**src/sarcc_pkg.sv**
```systemverilog
// constants shared by the converter control block
package sarcc_pkg;
	// ****************************************************************
	// register byte addresses
	// ****************************************************************
	localparam logic [7:0] ADDR_CTRL_A = 8'h00;
	localparam logic [7:0] ADDR_CTRL_B = 8'h04;
	localparam logic [7:0] ADDR_MUX = 8'h08;
	localparam logic [7:0] ADDR_RES_LOW = 8'h0c;
	localparam logic [7:0] ADDR_RES_HIGH = 8'h10;
	localparam logic [7:0] ADDR_POWER = 8'h14;

	// ****************************************************************
	// field positions
	// ****************************************************************
	localparam int CA_ENABLE = 0;
	localparam int CA_START = 1;
	localparam int CA_AUTO = 2;
	localparam int CA_FLAG = 3;
	localparam int CA_IRQ_EN = 4;
	localparam int CA_PRESC_LSB = 5;
	localparam int CB_TSEL_LSB = 0;
	localparam int MX_CHAN_LSB = 0;
	localparam int MX_LEFT = 5;
	localparam int MX_REF_LSB = 6;
	localparam int PW_REDUCE = 0;

	// ****************************************************************
	// widths, reset values and encodings
	// ****************************************************************
	localparam int RES_W = 10;
	localparam int CHAN_W = 4;
	localparam int REF_W = 2;
	localparam int PRESC_W = 3;
	localparam int TSEL_W = 3;
	localparam int PCNT_W = 7;
	localparam int TCNT_W = 5;
	localparam logic [7:0] RST_BYTE = 8'h00;
	localparam logic POWER_RST = 1'b0;
	localparam logic [TSEL_W-1:0] TSEL_SELF = 3'h0;
	localparam logic [CHAN_W-1:0] CHAN_BANDGAP = 4'he;
	localparam logic [CHAN_W-1:0] CHAN_GROUND = 4'hf;
	localparam logic [REF_W-1:0] REF_SUPPLY = 2'h1;
	localparam logic [REF_W-1:0] REF_INTERNAL = 2'h3;

	// ****************************************************************
	// conversion timing in converter clock cycles
	// ****************************************************************
	localparam logic [TCNT_W-1:0] NORMAL_CYCLES = 5'd13;
	localparam logic [TCNT_W-1:0] FIRST_CYCLES = 5'd25;
	localparam logic [TCNT_W-1:0] NORMAL_SAMPLE = 5'd1;
	localparam logic [TCNT_W-1:0] FIRST_SAMPLE = 5'd13;

	typedef enum logic [0:0] {
		ST_IDLE = 1'b0,
		ST_CONV = 1'b1
	} sarcc_state_t;
endpackage

```
**src/sarcc_top.sv**
```systemverilog
// conversion control logic of a 10-bit successive approximation converter
// ****************************************************************
// Overview of operation
// 10-bit result, right or left aligned
// power reduction set blocks enable and start
// channel/reference applied only while enabled
// channel field picks pin, ground or bandgap
// reference field picks supply or internal 1.1V
// low byte read blocks result updates
// high byte read lifts the block
// completion flag set even if result dropped
// software reads low byte before high byte
// start bit begins conversion, hardware clears it
// channel change waits for conversion end
// trigger select picks the auto trigger source
// trigger rising edge resets prescaler, starts
// only a fresh rising edge starts conversion
// trigger edge during conversion is ignored
// trigger flags set regardless of enables
// software clears trigger flag before next event
// own completion trigger gives free running
// software start still works with auto trigger
// start bit reads one during any conversion
// completion raises interrupt request if enabled
// 13 cycles, first after enable 25
// prescaler runs only while enabled
// completion writes result, sets flag, clears start
// sample, compare and done handshakes with array
// ****************************************************************
`timescale 1ns/1ps
module sarcc_top #(
	parameter int TRIG_W = 7
) (
	input wire logic i_clock,
	input wire logic i_rst,
	input wire logic i_psel,
	input wire logic i_penable,
	input wire logic i_pwrite,
	input wire logic [7:0] i_paddr,
	input wire logic [31:0] i_pwdata,
	output logic [31:0] o_prdata,
	output logic o_pready,
	output logic o_pslverr,
	input wire logic [TRIG_W-1:0] i_trigger_lines,
	input wire logic i_comparator,
	output logic o_analog_enable,
	output logic o_sample,
	output logic o_bit_strobe,
	output logic [sarcc_pkg::RES_W-1:0] o_trial_code,
	output logic o_conv_done,
	output logic [sarcc_pkg::CHAN_W-1:0] o_channel,
	output logic o_sel_ground,
	output logic o_sel_bandgap,
	output logic [7:0] o_sel_pin,
	output logic o_ref_supply,
	output logic o_ref_internal,
	output logic o_irq
);
	// ****************************************************************
	// functions
	// ****************************************************************
	// aligned result as {high byte, low byte}
	function automatic logic [15:0] align(
		input logic [sarcc_pkg::RES_W-1:0] res,
		input logic left
	);
		logic [15:0] v;
		v = {6'h00, res};
		if (left) begin
			v = {res, 6'h00};
		end
		return v;
	endfunction

	// last prescaler count before a converter clock tick
	function automatic logic [sarcc_pkg::PCNT_W-1:0] presc_last(
		input logic [sarcc_pkg::PRESC_W-1:0] sel
	);
		logic [sarcc_pkg::PCNT_W-1:0] v;
		v = 7'h01;
		if (sel != 3'h0) begin
			v = 7'((8'h01 << sel) - 8'h01);
		end
		return v;
	endfunction

	// ****************************************************************
	// registers
	// ****************************************************************
	logic enable_r;
	logic start_req_r;
	logic auto_r;
	logic flag_r;
	logic irq_en_r;
	logic [sarcc_pkg::PRESC_W-1:0] presc_sel_r;
	logic [sarcc_pkg::TSEL_W-1:0] tsel_r;
	logic [sarcc_pkg::CHAN_W-1:0] chan_r;
	logic left_r;
	logic [sarcc_pkg::REF_W-1:0] ref_r;
	logic power_red_r;
	logic [sarcc_pkg::RES_W-1:0] result_r;
	logic lock_r;
	logic [sarcc_pkg::REF_W-1:0] ref_applied_r;
	logic [sarcc_pkg::CHAN_W-1:0] chan_applied_r;
	logic [sarcc_pkg::PCNT_W-1:0] pcnt_r;
	logic [sarcc_pkg::TCNT_W-1:0] tcnt_r;
	logic first_r;
	logic trig_prev_r;
	logic [sarcc_pkg::RES_W-1:0] sar_r;
	logic [3:0] bit_idx_r;
	logic [31:0] prdata_r;
	logic slverr_r;
	sarcc_pkg::sarcc_state_t state_r;

	logic wr_acc;
	logic rd_acc;
	logic eff_en;
	logic tick;
	logic trig_sel;
	logic trig_edge;
	logic sw_start;
	logic conv_start;
	logic done;
	logic restart;
	logic [sarcc_pkg::TCNT_W-1:0] tcnt_nxt;
	logic [sarcc_pkg::TCNT_W-1:0] sample_at;
	logic [sarcc_pkg::TCNT_W-1:0] total;
	logic [15:0] aligned;
	logic [7:0] ctrl_a_rd;

	// ****************************************************************
	// bus decode
	// ****************************************************************
	assign wr_acc = i_psel && i_penable && i_pwrite;
	assign rd_acc = i_psel && i_penable && !i_pwrite;
	assign o_pready = 1'b1;
	assign o_pslverr = slverr_r && i_psel && i_penable;
	assign o_prdata = prdata_r;
	// power reduction overrides the enable bit
	assign eff_en = enable_r && !power_red_r;
	assign aligned = align(result_r, left_r);

	// ****************************************************************
	// control register A and power register
	// ****************************************************************
	always_ff @(posedge i_clock) begin
		if (i_rst) begin
			enable_r <= 1'b0;
			auto_r <= 1'b0;
			irq_en_r <= 1'b0;
			presc_sel_r <= 3'h0;
			power_red_r <= sarcc_pkg::POWER_RST;
		end else if (wr_acc && i_paddr == sarcc_pkg::ADDR_CTRL_A) begin
			// enable cannot be set while powered down
			enable_r <= i_pwdata[sarcc_pkg::CA_ENABLE] && !power_red_r;
			auto_r <= i_pwdata[sarcc_pkg::CA_AUTO];
			irq_en_r <= i_pwdata[sarcc_pkg::CA_IRQ_EN];
			presc_sel_r <= i_pwdata[sarcc_pkg::CA_PRESC_LSB +: sarcc_pkg::PRESC_W];
		end else if (wr_acc && i_paddr == sarcc_pkg::ADDR_POWER) begin
			power_red_r <= i_pwdata[sarcc_pkg::PW_REDUCE];
		end
	end

	// ****************************************************************
	// control register B and channel/reference register
	// ****************************************************************
	always_ff @(posedge i_clock) begin
		if (i_rst) begin
			tsel_r <= sarcc_pkg::TSEL_SELF;
			chan_r <= 4'h0;
			left_r <= 1'b0;
			ref_r <= 2'h0;
		end else if (wr_acc && i_paddr == sarcc_pkg::ADDR_CTRL_B) begin
			tsel_r <= i_pwdata[sarcc_pkg::CB_TSEL_LSB +: sarcc_pkg::TSEL_W];
		end else if (wr_acc && i_paddr == sarcc_pkg::ADDR_MUX) begin
			chan_r <= i_pwdata[sarcc_pkg::MX_CHAN_LSB +: sarcc_pkg::CHAN_W];
			left_r <= i_pwdata[sarcc_pkg::MX_LEFT];
			ref_r <= i_pwdata[sarcc_pkg::MX_REF_LSB +: sarcc_pkg::REF_W];
		end
	end

	// ****************************************************************
	// software start request
	// ****************************************************************
	assign sw_start = wr_acc && i_paddr == sarcc_pkg::ADDR_CTRL_A &&
		i_pwdata[sarcc_pkg::CA_START] && eff_en;

	// request waits for the next converter clock tick
	always_ff @(posedge i_clock) begin
		if (i_rst || !eff_en) begin
			start_req_r <= 1'b0;
		end else if (sw_start && state_r == sarcc_pkg::ST_IDLE) begin
			start_req_r <= 1'b1;
		end else if (conv_start) begin
			start_req_r <= 1'b0;
		end
	end

	// ****************************************************************
	// trigger selection and edge detect
	// ****************************************************************
	// source 0 is the own completion, handled by restart below
	always_comb begin
		trig_sel = 1'b0;
		if (tsel_r != sarcc_pkg::TSEL_SELF) begin
			trig_sel = i_trigger_lines[tsel_r - 3'h1];
		end
	end

	// the previous level is tracked even while busy, so an edge seen
	// during a conversion is consumed and never queued
	always_ff @(posedge i_clock) begin
		if (i_rst) begin
			trig_prev_r <= 1'b0;
		end else begin
			trig_prev_r <= trig_sel;
		end
	end

	assign trig_edge = auto_r && eff_en && trig_sel && !trig_prev_r &&
		state_r == sarcc_pkg::ST_IDLE;

	// ****************************************************************
	// converter clock prescaler
	// ****************************************************************
	always_ff @(posedge i_clock) begin
		if (i_rst || !eff_en || trig_edge) begin
			pcnt_r <= 7'h00;
		end else if (pcnt_r >= presc_last(presc_sel_r)) begin
			pcnt_r <= 7'h00;
		end else begin
			pcnt_r <= pcnt_r + 7'h01;
		end
	end

	assign tick = eff_en && !trig_edge &&
		pcnt_r >= presc_last(presc_sel_r);

	// ****************************************************************
	// conversion sequencing
	// ****************************************************************
	assign conv_start = trig_edge ||
		(start_req_r && tick && state_r == sarcc_pkg::ST_IDLE);
	assign total = first_r ? sarcc_pkg::FIRST_CYCLES :
		sarcc_pkg::NORMAL_CYCLES;
	assign sample_at = first_r ? sarcc_pkg::FIRST_SAMPLE :
		sarcc_pkg::NORMAL_SAMPLE;
	assign tcnt_nxt = tcnt_r + 5'd1;
	assign done = state_r == sarcc_pkg::ST_CONV && tick &&
		tcnt_nxt == total;
	// completion retriggers itself whether or not the flag was cleared
	assign restart = done && auto_r &&
		tsel_r == sarcc_pkg::TSEL_SELF;

	always_ff @(posedge i_clock) begin
		if (i_rst || !eff_en) begin
			state_r <= sarcc_pkg::ST_IDLE;
		end else begin
			case (state_r)
				sarcc_pkg::ST_IDLE: begin
					if (conv_start) begin
						state_r <= sarcc_pkg::ST_CONV;
					end
				end
				sarcc_pkg::ST_CONV: begin
					if (done && !restart) begin
						state_r <= sarcc_pkg::ST_IDLE;
					end
				end
				default: begin
					state_r <= sarcc_pkg::ST_IDLE;
				end
			endcase
		end
	end

	always_ff @(posedge i_clock) begin
		if (i_rst || conv_start || done) begin
			tcnt_r <= 5'd0;
		end else if (state_r == sarcc_pkg::ST_CONV && tick) begin
			tcnt_r <= tcnt_nxt;
		end
	end

	// first conversion after enabling needs analog warm-up
	always_ff @(posedge i_clock) begin
		if (i_rst || !eff_en) begin
			first_r <= 1'b1;
		end else if (done) begin
			first_r <= 1'b0;
		end
	end

	// ****************************************************************
	// successive approximation handshake
	// ****************************************************************
	assign o_sample = state_r == sarcc_pkg::ST_CONV && tick &&
		tcnt_r == sample_at;
	assign o_bit_strobe = state_r == sarcc_pkg::ST_CONV && tick &&
		tcnt_r > sample_at && bit_idx_r < 4'(sarcc_pkg::RES_W);
	assign o_trial_code = sar_r;

	// comparator is sampled once per converter clock, msb first
	always_ff @(posedge i_clock) begin
		if (i_rst) begin
			sar_r <= 10'h000;
			bit_idx_r <= 4'hf;
		end else if (o_sample) begin
			sar_r <= 10'h200;
			bit_idx_r <= 4'(sarcc_pkg::RES_W - 1);
		end else if (o_bit_strobe) begin
			sar_r[bit_idx_r] <= i_comparator;
			if (bit_idx_r != 4'h0) begin
				sar_r[bit_idx_r - 4'h1] <= 1'b1;
			end
			bit_idx_r <= bit_idx_r - 4'h1;
		end
	end

	assign o_conv_done = done;

	// ****************************************************************
	// result registers and read lock
	// ****************************************************************
	always_ff @(posedge i_clock) begin
		if (i_rst) begin
			result_r <= 10'h000;
		end else if (done && !lock_r) begin
			result_r <= sar_r;
		end
	end

	always_ff @(posedge i_clock) begin
		if (i_rst) begin
			lock_r <= 1'b0;
		end else if (rd_acc && i_paddr == sarcc_pkg::ADDR_RES_LOW) begin
			lock_r <= 1'b1;
		end else if (rd_acc && i_paddr == sarcc_pkg::ADDR_RES_HIGH) begin
			lock_r <= 1'b0;
		end
	end

	// ****************************************************************
	// completion flag and interrupt
	// ****************************************************************
	// set wins over a write-one clear in the same cycle
	always_ff @(posedge i_clock) begin
		if (i_rst) begin
			flag_r <= 1'b0;
		end else if (done) begin
			flag_r <= 1'b1;
		end else if (wr_acc && i_paddr == sarcc_pkg::ADDR_CTRL_A &&
			i_pwdata[sarcc_pkg::CA_FLAG]) begin
			flag_r <= 1'b0;
		end
	end

	assign o_irq = flag_r && irq_en_r;

	// ****************************************************************
	// applied channel and reference
	// ****************************************************************
	// track the written selection only while enabled and idle or completing, so a
	// running conversion keeps its channel
	always_ff @(posedge i_clock) begin
		if (i_rst) begin
			chan_applied_r <= 4'h0;
			ref_applied_r <= 2'h0;
		end else if (eff_en && (state_r == sarcc_pkg::ST_IDLE || done)) begin
			chan_applied_r <= chan_r;
			ref_applied_r <= ref_r;
		end
	end

	assign o_channel = chan_applied_r;
	assign o_analog_enable = eff_en;
	assign o_sel_ground = chan_applied_r == sarcc_pkg::CHAN_GROUND;
	assign o_sel_bandgap = chan_applied_r == sarcc_pkg::CHAN_BANDGAP;
	assign o_ref_supply = ref_applied_r == sarcc_pkg::REF_SUPPLY;
	assign o_ref_internal = ref_applied_r == sarcc_pkg::REF_INTERNAL;

	genvar gi;
	generate
		for (gi = 0; gi < 8; gi++) begin : g_pin
			assign o_sel_pin[gi] = chan_applied_r == 4'(gi);
		end
	endgenerate

	// ****************************************************************
	// read data, latched in the setup phase
	// ****************************************************************
	always_comb begin
		ctrl_a_rd = sarcc_pkg::RST_BYTE;
		ctrl_a_rd[sarcc_pkg::CA_ENABLE] = enable_r;
		// busy shows as start for every kind of start
		ctrl_a_rd[sarcc_pkg::CA_START] = start_req_r ||
			state_r == sarcc_pkg::ST_CONV;
		ctrl_a_rd[sarcc_pkg::CA_AUTO] = auto_r;
		ctrl_a_rd[sarcc_pkg::CA_FLAG] = flag_r;
		ctrl_a_rd[sarcc_pkg::CA_IRQ_EN] = irq_en_r;
		ctrl_a_rd[sarcc_pkg::CA_PRESC_LSB +: sarcc_pkg::PRESC_W] = presc_sel_r;
	end

	always_ff @(posedge i_clock) begin
		if (i_rst) begin
			prdata_r <= 32'h0000_0000;
			slverr_r <= 1'b0;
		end else if (i_psel && !i_penable) begin
			prdata_r <= 32'h0000_0000;
			slverr_r <= 1'b0;
			case (i_paddr)
				sarcc_pkg::ADDR_CTRL_A: begin
					prdata_r[7:0] <= ctrl_a_rd;
				end
				sarcc_pkg::ADDR_CTRL_B: begin
					prdata_r[sarcc_pkg::TSEL_W-1:0] <= tsel_r;
				end
				sarcc_pkg::ADDR_MUX: begin
					prdata_r[sarcc_pkg::MX_CHAN_LSB +: sarcc_pkg::CHAN_W] <= chan_r;
					prdata_r[sarcc_pkg::MX_LEFT] <= left_r;
					prdata_r[sarcc_pkg::MX_REF_LSB +: sarcc_pkg::REF_W] <= ref_r;
				end
				sarcc_pkg::ADDR_RES_LOW: begin
					prdata_r[7:0] <= aligned[7:0];
				end
				sarcc_pkg::ADDR_RES_HIGH: begin
					prdata_r[7:0] <= aligned[15:8];
				end
				sarcc_pkg::ADDR_POWER: begin
					prdata_r[sarcc_pkg::PW_REDUCE] <= power_red_r;
				end
				default: begin
					slverr_r <= 1'b1;
				end
			endcase
		end
	end
endmodule

```
**config.mk**
```make
export PLATFORM = sky130hd
export DESIGN_NAME = sarcc_top
export DESIGN_NICKNAME = d
export VERILOG_FILES = /design/src/sarcc_pkg.sv /design/src/sarcc_top.sv
export SDC_FILE = /design/constraint.sdc
export NUM_CORES = 1
export LEC_CHECK = 0
export ABC_AREA = 1
export ABC_CLOCK_PERIOD_IN_PS = 3400
export BUFFER_PORTS_ARGS = -buffer_cell sky130_fd_sc_hd__buf_2
export CAP_MARGIN = 40
export CORE_AREA = 3 3 82 115
export DETAILED_ROUTE_END_ITERATION = 10
export DIE_AREA = 0 0 85 118
export PLACE_DENSITY_LB_ADDON = 0.1
export REMOVE_ABC_BUFFERS = 1
export SETUP_SLACK_MARGIN = 0.2
export SKIP_LAST_GASP = 1
export SLEW_MARGIN = 10
export SYNTH_ARGS = -nofsm -noshare
export SYNTH_HDL_FRONTEND = slang
export SYNTH_SLANG_ARGS = --single-unit
export TNS_END_PERCENT = 100
```
**constraint.sdc**
```tcl
create_clock -name i_clock -period 3.4 [get_ports i_clock]
set_clock_uncertainty 0.2 [all_clocks]
set_input_delay 0.17 -clock i_clock [delete_from_list [all_inputs] [get_ports i_clock]]
set_output_delay 0.17 -clock i_clock [all_outputs]
set_load 0.01 [all_outputs]
```
### Yosys cells after proc, flatten, opt, wreduce, memory -nomap -nowiden

Index checks and enable logic that the tools add are counted.
W data, S select, Z words.

* register bits after elaboration: 74
* output and inout port bits: 65
* logic and storage cells: 165

* add/subtract/negate cells: 5
* $lt $le $gt $ge: 9
* eq/ne operators: 18
* shifts and indexed selects: 1
* multiplexer cells: 33
* bitwise logic cells: 4
* reductions and logical operators: 69

Operators with widths (count)
* $logic_and A1 B1 Y1: 39
* $mux W10: 3
* $eq A4 B3 Y1 const B: 4
* $eq A8 B4 Y1 const B: 2
* $eq A8 B5 Y1 const B: 2
* $mux W16: 1
* $ge A7 B7 Y1: 2
* $mux W7: 2
* $mux W1: 13
* $pmux W3 S4: 1
* $bwmux W10: 1
* $lt A4 B5 Y1 const B: 2
* $or A10 B10 Y10: 1
* $pmux W2 S5: 1
* $demux W1 S4: 2
* $eq A4 B2 Y1 const B: 2
* $eq A4 B4 Y1 const B: 2
* $eq A8 B3 Y1 const B: 1
* $ge A4 B1 Y1 const B: 2
* $logic_not A1 Y1: 8
* $logic_not A8 Y1: 1
* $reduce_bool A2 Y1: 4
* $add A7 B1 Y7 const B: 1
* $logic_or A1 B1 Y1: 7
* other kinds (29): 35

### Depth between registers and ports, before layout

Gate-level depths: netlist of the first run.

* word-level depth: 18
* depth in mapped cells: 14
* gate-level depth less buffers: 13

### Least setup slack after synthesis of the first run

Ideal clock, no wire load.

* kind: register -> register
* from: register presc_sel_r[1] in the netlist's numbering
* to: register bit_idx_r[2]
* library setup time: 0.117 ns
* arrival: 1.747 ns
* data required time: 3.083 ns
* slack: 1.336 ns
* stages on the path, launching flop included: 13
* buffers on the path: 1
* clock period less this slack: 2.064 ns
* cell sequence: dfxtp_1 nand3_1 ha_1 a21o_1 nor2_2 nand2_2 nand2_4 inv_4 nand2_2 inv_2 buf_4 a21oi_1 nand2_1

* word-level cells in the longest chain between the ends: 9
* elaborated cells between the ends (all ways): 12
* those cells by class: add/sub: 1; order compare: 1; shift: 1; mux: 2; reduce/logical: 7

RTL lines
* start, declared: RTL line sarcc_top.sv:95 `logic [sarcc_pkg::PRESC_W-1:0] presc_sel_r;`
* start signal, assigned: RTL line sarcc_top.sv:158 `presc_sel_r <= i_pwdata[sarcc_pkg::CA_PRESC_LSB +: sarcc_pkg::PRESC_W];`
* $shl A1 B3 Y7: RTL line sarcc_top.sv:82 `v = 7'((8'h01 << sel) - 8'h01);`
* $sub A7 B1 Y7: RTL line sarcc_top.sv:82
* $mux W7 (*): RTL line sarcc_top.sv:81 `if (sel != 3'h0) begin`
* $ge A7 B7 Y1 (*): RTL line sarcc_top.sv:237 `pcnt_r >= presc_last(presc_sel_r);`
* $logic_and A1 B1 Y1 (*): RTL line sarcc_top.sv:236 `assign tick = eff_en && !trig_edge &&`
* $logic_and A1 B1 Y1 (*) (2 in series): RTL line sarcc_top.sv:299 `assign o_bit_strobe = state_r == sarcc_pkg::ST_CONV && tick &&`
* $logic_and A1 B1 Y1 (*): RTL line sarcc_top.sv:300 `tcnt_r > sample_at && bit_idx_r < 4'(sarcc_pkg::RES_W);`
* named net o_bit_strobe: RTL line sarcc_top.sv:48 `output logic o_bit_strobe,`
* $reduce_bool A2 Y1 (no line) (*)
* end signal, assigned: RTL line sarcc_top.sv:310 `bit_idx_r <= 4'(sarcc_pkg::RES_W - 1);`
* end signal, assigned: RTL line sarcc_top.sv:316 `bit_idx_r <= bit_idx_r - 4'h1;`
* end, declared: RTL line sarcc_top.sv:110 `logic [3:0] bit_idx_r;`

The timed path passes the listed nets; every way through them passes the cells marked *.
A chain may end at the register's enable or synchronous reset.

### Worst setup path after layout of the first run

* from: register presc_sel_r[1] in the netlist's numbering
* to: output o_bit_strobe

* word-level cells in the longest chain between the ends: 8
* elaborated cells between the ends (all ways): 9
* those cells by class: add/sub: 1; order compare: 1; shift: 1; mux: 1; reduce/logical: 5

RTL lines (RTL line)
* $shl A1 B3 Y7: sarcc_top.sv:82
* $sub A7 B1 Y7: sarcc_top.sv:82
* $mux W7 (*): sarcc_top.sv:81
* $ge A7 B7 Y1 (*): sarcc_top.sv:237
* $logic_and A1 B1 Y1 (*): sarcc_top.sv:236
* $logic_and A1 B1 Y1 (*) (2 in series): sarcc_top.sv:299
* $logic_and A1 B1 Y1 (*): sarcc_top.sv:300
* end, declared: sarcc_top.sv:48

Mark *: on every way between the ends. The rest lies on a longest branch, timed or not.

==> flow_metrics.tcl, run 1 <==
set metrics [dict create \
    crit_path_start_kind "flop" \
    final_area_um2 5170 \
    grt.overflow.total 0 \
    vias 4289 \
    cts_buffer_depth 2 \
    cts_tree "done" \
    internal_power_w 0.00169 \
    crit_top_cell "nand2_2" \
    synth_cells 653 \
    avgViaCountPerCell 5.13 \
    synth_cell_type_count 39 \
    io_pins 118 \
    ys_ff_latch 74 \
    synth_mux_area_share_pct 0 \
    synth_compound_area_share_pct 15.1 \
    drive_gt1_share_pct 15.6 \
    routedWlPerCell_um 13.4 \
    dpl-instance-area_um2 4700 \
    path_class "reg -> out" \
    power.leakage_nw 2.33 \
    postRouteAntennaNets 0 \
    power.switching_w 0.000445 \
    period_needed_ns 2.75 \
    switching_share_pct 20.8 \
    start_util_pct 51.5 \
    status "completed" \
    die-area_um2 10000 \
    ir_worst_vdd_mv 0.266 \
    drt_first_pass_iters 5 \
    avgSynthCellArea_um2 6.76 \
    synth-main-ff-cell "dfxtp_1" \
    worst-path-max-fanout 15 \
    synthXorXnorAreaFrac_pct 0.993 \
    dp.cells 809 \
    fmax_mhz 363 \
    drv_slew 0 \
    diodes 0 \
    first_iter_violations 252 \
    numPortBuffers 68 \
    p_clk_share_pct 54.9 \
    path_cells "o21ai_0 -> ha_1 -> nand2_1 -> a21oi_1 -> nor2_2 -> nand2_2 -> nand2_4 -> inv_4 -> nand2_2 -> inv_2 -> buf_2" \
    max_cap_violations 0 \
    instances_no_fill 836 \
    syn_area_um2 4410 \
    clock_tree.root_cell "clkbuf_16" \
    synth_fa_ha_area_share_pct 5.67 \
    hold_path_class "in -> reg" \
    pwr-share-comb_pct 4.3 \
    syn_to_final_growth_pct 17.3 \
    slew_headroom_pct 53.0 \
    cts_made_buffers 9 \
    synth_top_family_by_area "simple AND/OR/NAND/NOR gates" \
    grt_max_degree 36 \
    wl_um 11200 \
    crit_path_max_incr_delay_ns 0.44 \
    tns_ns 0 \
    grt_usage_pct 22.8 \
    die_w_um 85 \
    tightest_slew_ns 0.702 \
    insertion_delay_ns 0.34 \
    antenna_found_initial 0 \
    core-area_um2 8560 \
    hpwl_um 8430 \
    cts.htree.levels 3 \
    synth-simple-area-share_pct 31.5 \
    die_h_um 118 \
    critPathArrivalTime_ns 2.38 \
    drc 0 \
    cts_sinks 74 \
    rsz0062_at_grt "no" \
    post_cts_buffers 0 \
    first_global_vias 4061 \
    crit_path_end_kind "primary output" \
    hold_viol_final 0 \
    p_per_area_nw_per_um2 413 \
    crit_required_ns 3.03 \
    p_seq_share_pct 40.8 \
    finalCritPeriodShare_pct 80.9 \
    yosysWarnings 0 \
    synth-async-reset-ratio_pct 0 \
    grt_pass1_wl_um 18700 \
    rows 40 \
    cp_slowest_cell "dfxtp_1" \
    fin_nets 799 \
    final_core_util_pct 60.5 \
    ys_seq_area_share_pct 33.6 \
    final_cell_mix "152 x nand2_1, 74 x dfxtp_1, 70 x inv_1" \
    layout.cells.most_common "nand2_1" \
    synth_edf_count 0 \
    globalplace.congestion 0.889 \
    setup_viol 0 \
    clk_pin_slew_ns 0.06 \
]
## cell families (layout without fill, tap and decap cells)
kind of cell             count (synthesis)  count (layout)
XOR/XNOR                                 5               5
AND/OR/NAND/NOR                        313             313
buffers and inverters                  117             172
adder cells (fa/ha/maj)                 20              20
AO/OA/AOI/OAI                          122             122
other                                    2              25
flip-flops                              74              74
## worst paths after layout
| check | start | end | slack (ns) | cells past startpoint |
|---|---|---|---|---|
| setup / recovery | presc_sel_r[1] | o_bit_strobe | 0.65 | 11 |
| hold / removal | i_rst | lock_r | 0.04 | 2 |
| setup reg to reg | presc_sel_r[1] | o_trial_code[9] | 0.94 | 11 |
| hold reg to reg | lock_r | lock_r | 0.26 | 2 |
## synth_stat cells (4+ instances only)
cell type | n | area, um^2
nor2_2 | 5 | 31.3
nor3_1 | 16 | 80.1
xor2_1 | 4 | 35.0
nand2_2 | 4 | 25.0
o211ai_1 | 10 | 75.1
ha_1 | 20 | 250
inv_1 | 70 | 263
nand3_1 | 41 | 205
nand2_1 | 152 | 571
buf_2 | 4 | 20.0
a21oi_1 | 56 | 280
dfxtp_1 | 74 | 1480
nand3b_1 | 7 | 52.6
nor2_1 | 66 | 248
buf_4 | 26 | 195
o21ai_0 | 44 | 220
inv_2 | 4 | 15.0
nand4_1 | 10 | 62.6
nor2_4 | 4 | 45.0
clkbuf_1 | 8 | 30.0
## metrics by stage
stage	power [W]	hold WS, ns	worst slack [ns]
floorplan	0.000935	0.0391	1.26
global placement	0.000971	0.233	0.976
detailed placement	0.000972	0.234	0.947
CTS	0.00216	0.0226	0.634
global route	0.00220	0.0508	0.436
finish	0.00214	0.0371	0.648
## area by class of cell
| type | instances | area (um^2) |
|---|---|---|
| fillers | 860 | 3380 |
| multi-input cells | 485 | 2440 |
| flip-flops and latches | 74 | 1480 |
| repair buffers | 80 | 458 |
| inverters | 76 | 293 |
| clock buffers | 9 | 225 |
| clock inverters | 7 | 141 |
| well taps | 105 | 131 |
## power by group through the flow
| stage | sequential, W | clock [W] | combinational (W) |
|---|---|---|---|
| global route | 0.000871 | 0.00122 | 0.000104 |
| CTS | 0.000871 | 0.00119 | 0.0000912 |
| floorplan | 0.000891 | 0 | 0.0000439 |
| detailed placement | 0.000891 | 0 | 0.0000809 |
| global placement | 0.000891 | 0 | 0.0000803 |
| finish | 0.000872 | 0.00117 | 0.0000923 |
## state kept, by name (all words and copies together) (netlist names), 3 cells and up
signal	count
presc_sel_r	3
o_prdata	8
pcnt_r	7
tcnt_r	5
tsel_r	3
o_trial_code	10
o_channel	4
result_r	10
chan_r	4
bit_idx_r	4
## repair_timing
| action | 4_1_cts | 5_1_grt |
|---|---|---|
| gates resized for setup | 0 | 0 |
| endpoints found under the hold margin | 17 | 0 |
| hold buffers | 11 | 0 |
## layer usage
layer / part of all wire [%] / vias up / wire length (um) / GRT usage (%)
met4: 3.2 / 0 / 354 / 11.9
met3: 3.8 / 23 / 430 / 2.52
li1: - / 2218 / - / -
met1: 42 / 1929 / 4710 / 26.8
met2: 51 / 119 / 5720 / 39.9
met5: 0 / - / 0 / 0
## critical path, delay by kind of cell (launching register included)
kind            cells  cell delay, ns
buf+inv             3            0.55
flops               1            0.44
fa+ha+maj           1            0.31
compound gates      2            0.26
simple gates        5            0.47
Power figures use the tool's default switching activity.
==> run 2, diff against run 1 <==
Settings changed: ABC_CLOCK_PERIOD_IN_PS 3400 to 2500, CORE_AREA 3 3 82 115 to 3 3 86 120, DIE_AREA 0 0 85 118 to 0 0 89 123.
Clock period 3.4 ns to 2.5 ns, I/O delays scaled along.
==> run 2 against run 1 <==
Net effect:
- first-iteration DRC count is 18% lower
- global-route usage fell by 1.4 points
- count of clock-buffer cells in the layout rose by 1
- largest power group unchanged
- highest routed layer unchanged
- sequential power is 35% higher
- critical path type unchanged
- combinational power up 41%
- non-clock buffer count is 13 higher
==> flow_metrics.tcl, run 2 (synthesis results as in run 1) <==
set metrics [dict create \
    tightest_slew_ns 0.644 \
    final_cell_mix "152 x nand2_1, 70 x dfxtp_1, 69 x inv_1" \
    period_needed_ns 2.23 \
    io_pins 118 \
    pre_cts_slack_ns 0.168 \
    instances_no_fill 855 \
    cts_tree "done" \
    p_clk_share_pct 49.5 \
    postRouteAntennaNets 0 \
    r2r_slack_ns 0.31 \
    regArea_um2 1490 \
    clock_tree.root_cell "clkbuf_16" \
    first_iter_violations 206 \
    ff2ff_path_depth 13 \
    drc 0 \
    drt_first_pass_iters 6 \
    critPathArrivalTime_ns 1.91 \
    hold_viol_final 0 \
    layout.cells.most_common "nand2_1" \
    syn_to_final_growth_pct 21.0 \
    multi_input_area_um2 2520 \
    tns_ns 0 \
    path_class "reg -> out" \
    numPortBuffers 68 \
    crit_end "o_bit_strobe" \
    fin_nets 813 \
    rr_startpoint "presc_sel_r[1]" \
    crit_path_end_kind "primary output" \
    max_cap_violations 0 \
    diodes 0 \
    vias 4293 \
    globalplace.congestion 0.914 \
    dp.cells 818 \
    die_w_um 89 \
    p_per_area_nw_per_um2 486 \
    critPathLaunch "presc_sel_r[1]" \
    setup_viol 0 \
    core-area_um2 9410 \
    crit_required_ns 2.17 \
    slew_headroom_pct 57.0 \
    wl_um 11500 \
    internal_power_w 0.00200 \
    rows 42 \
    fillers 949 \
    drv_slew 0 \
    die_h_um 123 \
    cts_made_buffers 9 \
    dpl-instance-area_um2 4730 \
    power.switching_w 0.000595 \
    worst-path-max-fanout 6 \
    start_util_pct 46.9 \
    routedWlPerCell_um 13.5 \
    reg2reg_to "ref_applied_r[0]" \
    first_global_vias 4035 \
    insertion_delay_ns 0.34 \
    fmax_mhz 448 \
    cts_buffer_depth 2 \
    pwr-share-comb_pct 5.0 \
    antenna_found_initial 0 \
    hold_path_class "in -> reg" \
    rsz0062_at_grt "yes" \
    setup_slack_ns 0.268 \
    grt_pass1_wl_um 18400 \
    status "completed" \
    switching_share_pct 22.9 \
    grt_usage_pct 21.4 \
    crit_path_start_kind "flop" \
    cts.htree.levels 3 \
    power.leakage_nw 2.38 \
    p_seq_share_pct 45.5 \
    avgViaCountPerCell 5.02 \
    final_area_um2 5340 \
    drive_gt1_share_pct 18.8 \
    grt.overflow.total 0 \
    grt_max_degree 26 \
    ir_worst_vdd_mv 0.314 \
    die-area_um2 10900 \
    hpwl_um 8630 \
    clk_pin_slew_ns 0.07 \
    finalCritPeriodShare_pct 89.3 \
    cts_sinks 74 \
]
-- run 2: changes by cell type in the layout (fill, tap and decap cells not counted), sizes merged --
cell and delta:
dlygate4sd3 +1, clkinvlp +1, bufinv -3, clkinv +1, clkbuf +1, buf +12, inv +1
-- run 2: how the worst min path moves through the flow --
| stage | from | end | slack, ns | depth (start not counted) |
|---|---|---|---|---|
| floorplan | i_rst | flag_r | -0.006 | 1 |
| global placement | i_pwdata[6] | presc_sel_r[1] | 0.19 | 3 |
| detailed placement | i_pwdata[6] | presc_sel_r[1] | 0.18 | 3 |
| CTS | i_comparator | o_trial_code[0] | 0.004 | 5 |
| global route | i_comparator | o_trial_code[3] | 0.05 | 5 |
| finish | i_comparator | o_trial_code[0] | 0.009 | 5 |
-- run 2: stage by stage --
stage	utilization (%)	total power, W	hold slack (ns)
floorplan	-	0.00127	-0.00593
detailed placement	50.3	0.00132	0.185
finish	56.8	0.00260	0.00867
CTS	55.9	0.00263	0.00439
global placement	50.3	0.00132	0.186
global route	56.8	0.00270	0.0506
-- run 2: critical path, stage by stage (launching register included) --
cell and delay [ns]:
dfxtp_4 0.38, a21oi_1 0.15, ha_1 0.26, a21oi_1 0.13, nand2_1 0.06, nand2_1 0.10, nand2_2 0.08, nand2_4 0.11
inv_8 0.05, nand2_4 0.08, inv_6 0.04, buf_2 0.13
-- run 2: layout make-up --
cell class | instances | share of cell area (%)
inverter | 76 | 5.88
timing repair buffer | 93 | 10.6
multi-input combinational | 485 | 47.3
tap | 110 | 2.58
timing repair inverter | 1 | 0.164
clock buffer | 10 | 4.29
sequential | 74 | 28.0
clock inverter | 6 | 1.27
-- run 2: timing repair --
action,CTS,global route
pin swaps,5,3
setup endpoints to repair,9,30
gates resized for setup,16,14
cloned,1,0
hold endpoints to repair,25,0
hold buffers,12,0
buffers inserted,5,3
-- run 2: power groups by stage --
stage	clock (W)	combinational, W	sequential, W
2_1_floorplan	0	0.0000598	0.00121
3_3_place_gp	0	0.000112	0.00121
3_5_place_dp	0	0.000114	0.00121
4_1_cts	0.00131	0.000129	0.00118
5_1_grt	0.00137	0.000147	0.00118
6_report	0.00129	0.000130	0.00118
-- run 2: metal layers --
| layer | global-route usage, % | up-vias | part of all wire, % |
|---|---|---|---|
| li1 | - | 2246 | - |
| met3 | 3.13 | 17 | 3.8 |
| met4 | 9.31 | 0 | 1.8 |
| met2 | 38.8 | 89 | 53 |
| met5 | 0 | - | 0 |
| met1 | 24.5 | 1941 | 42 |
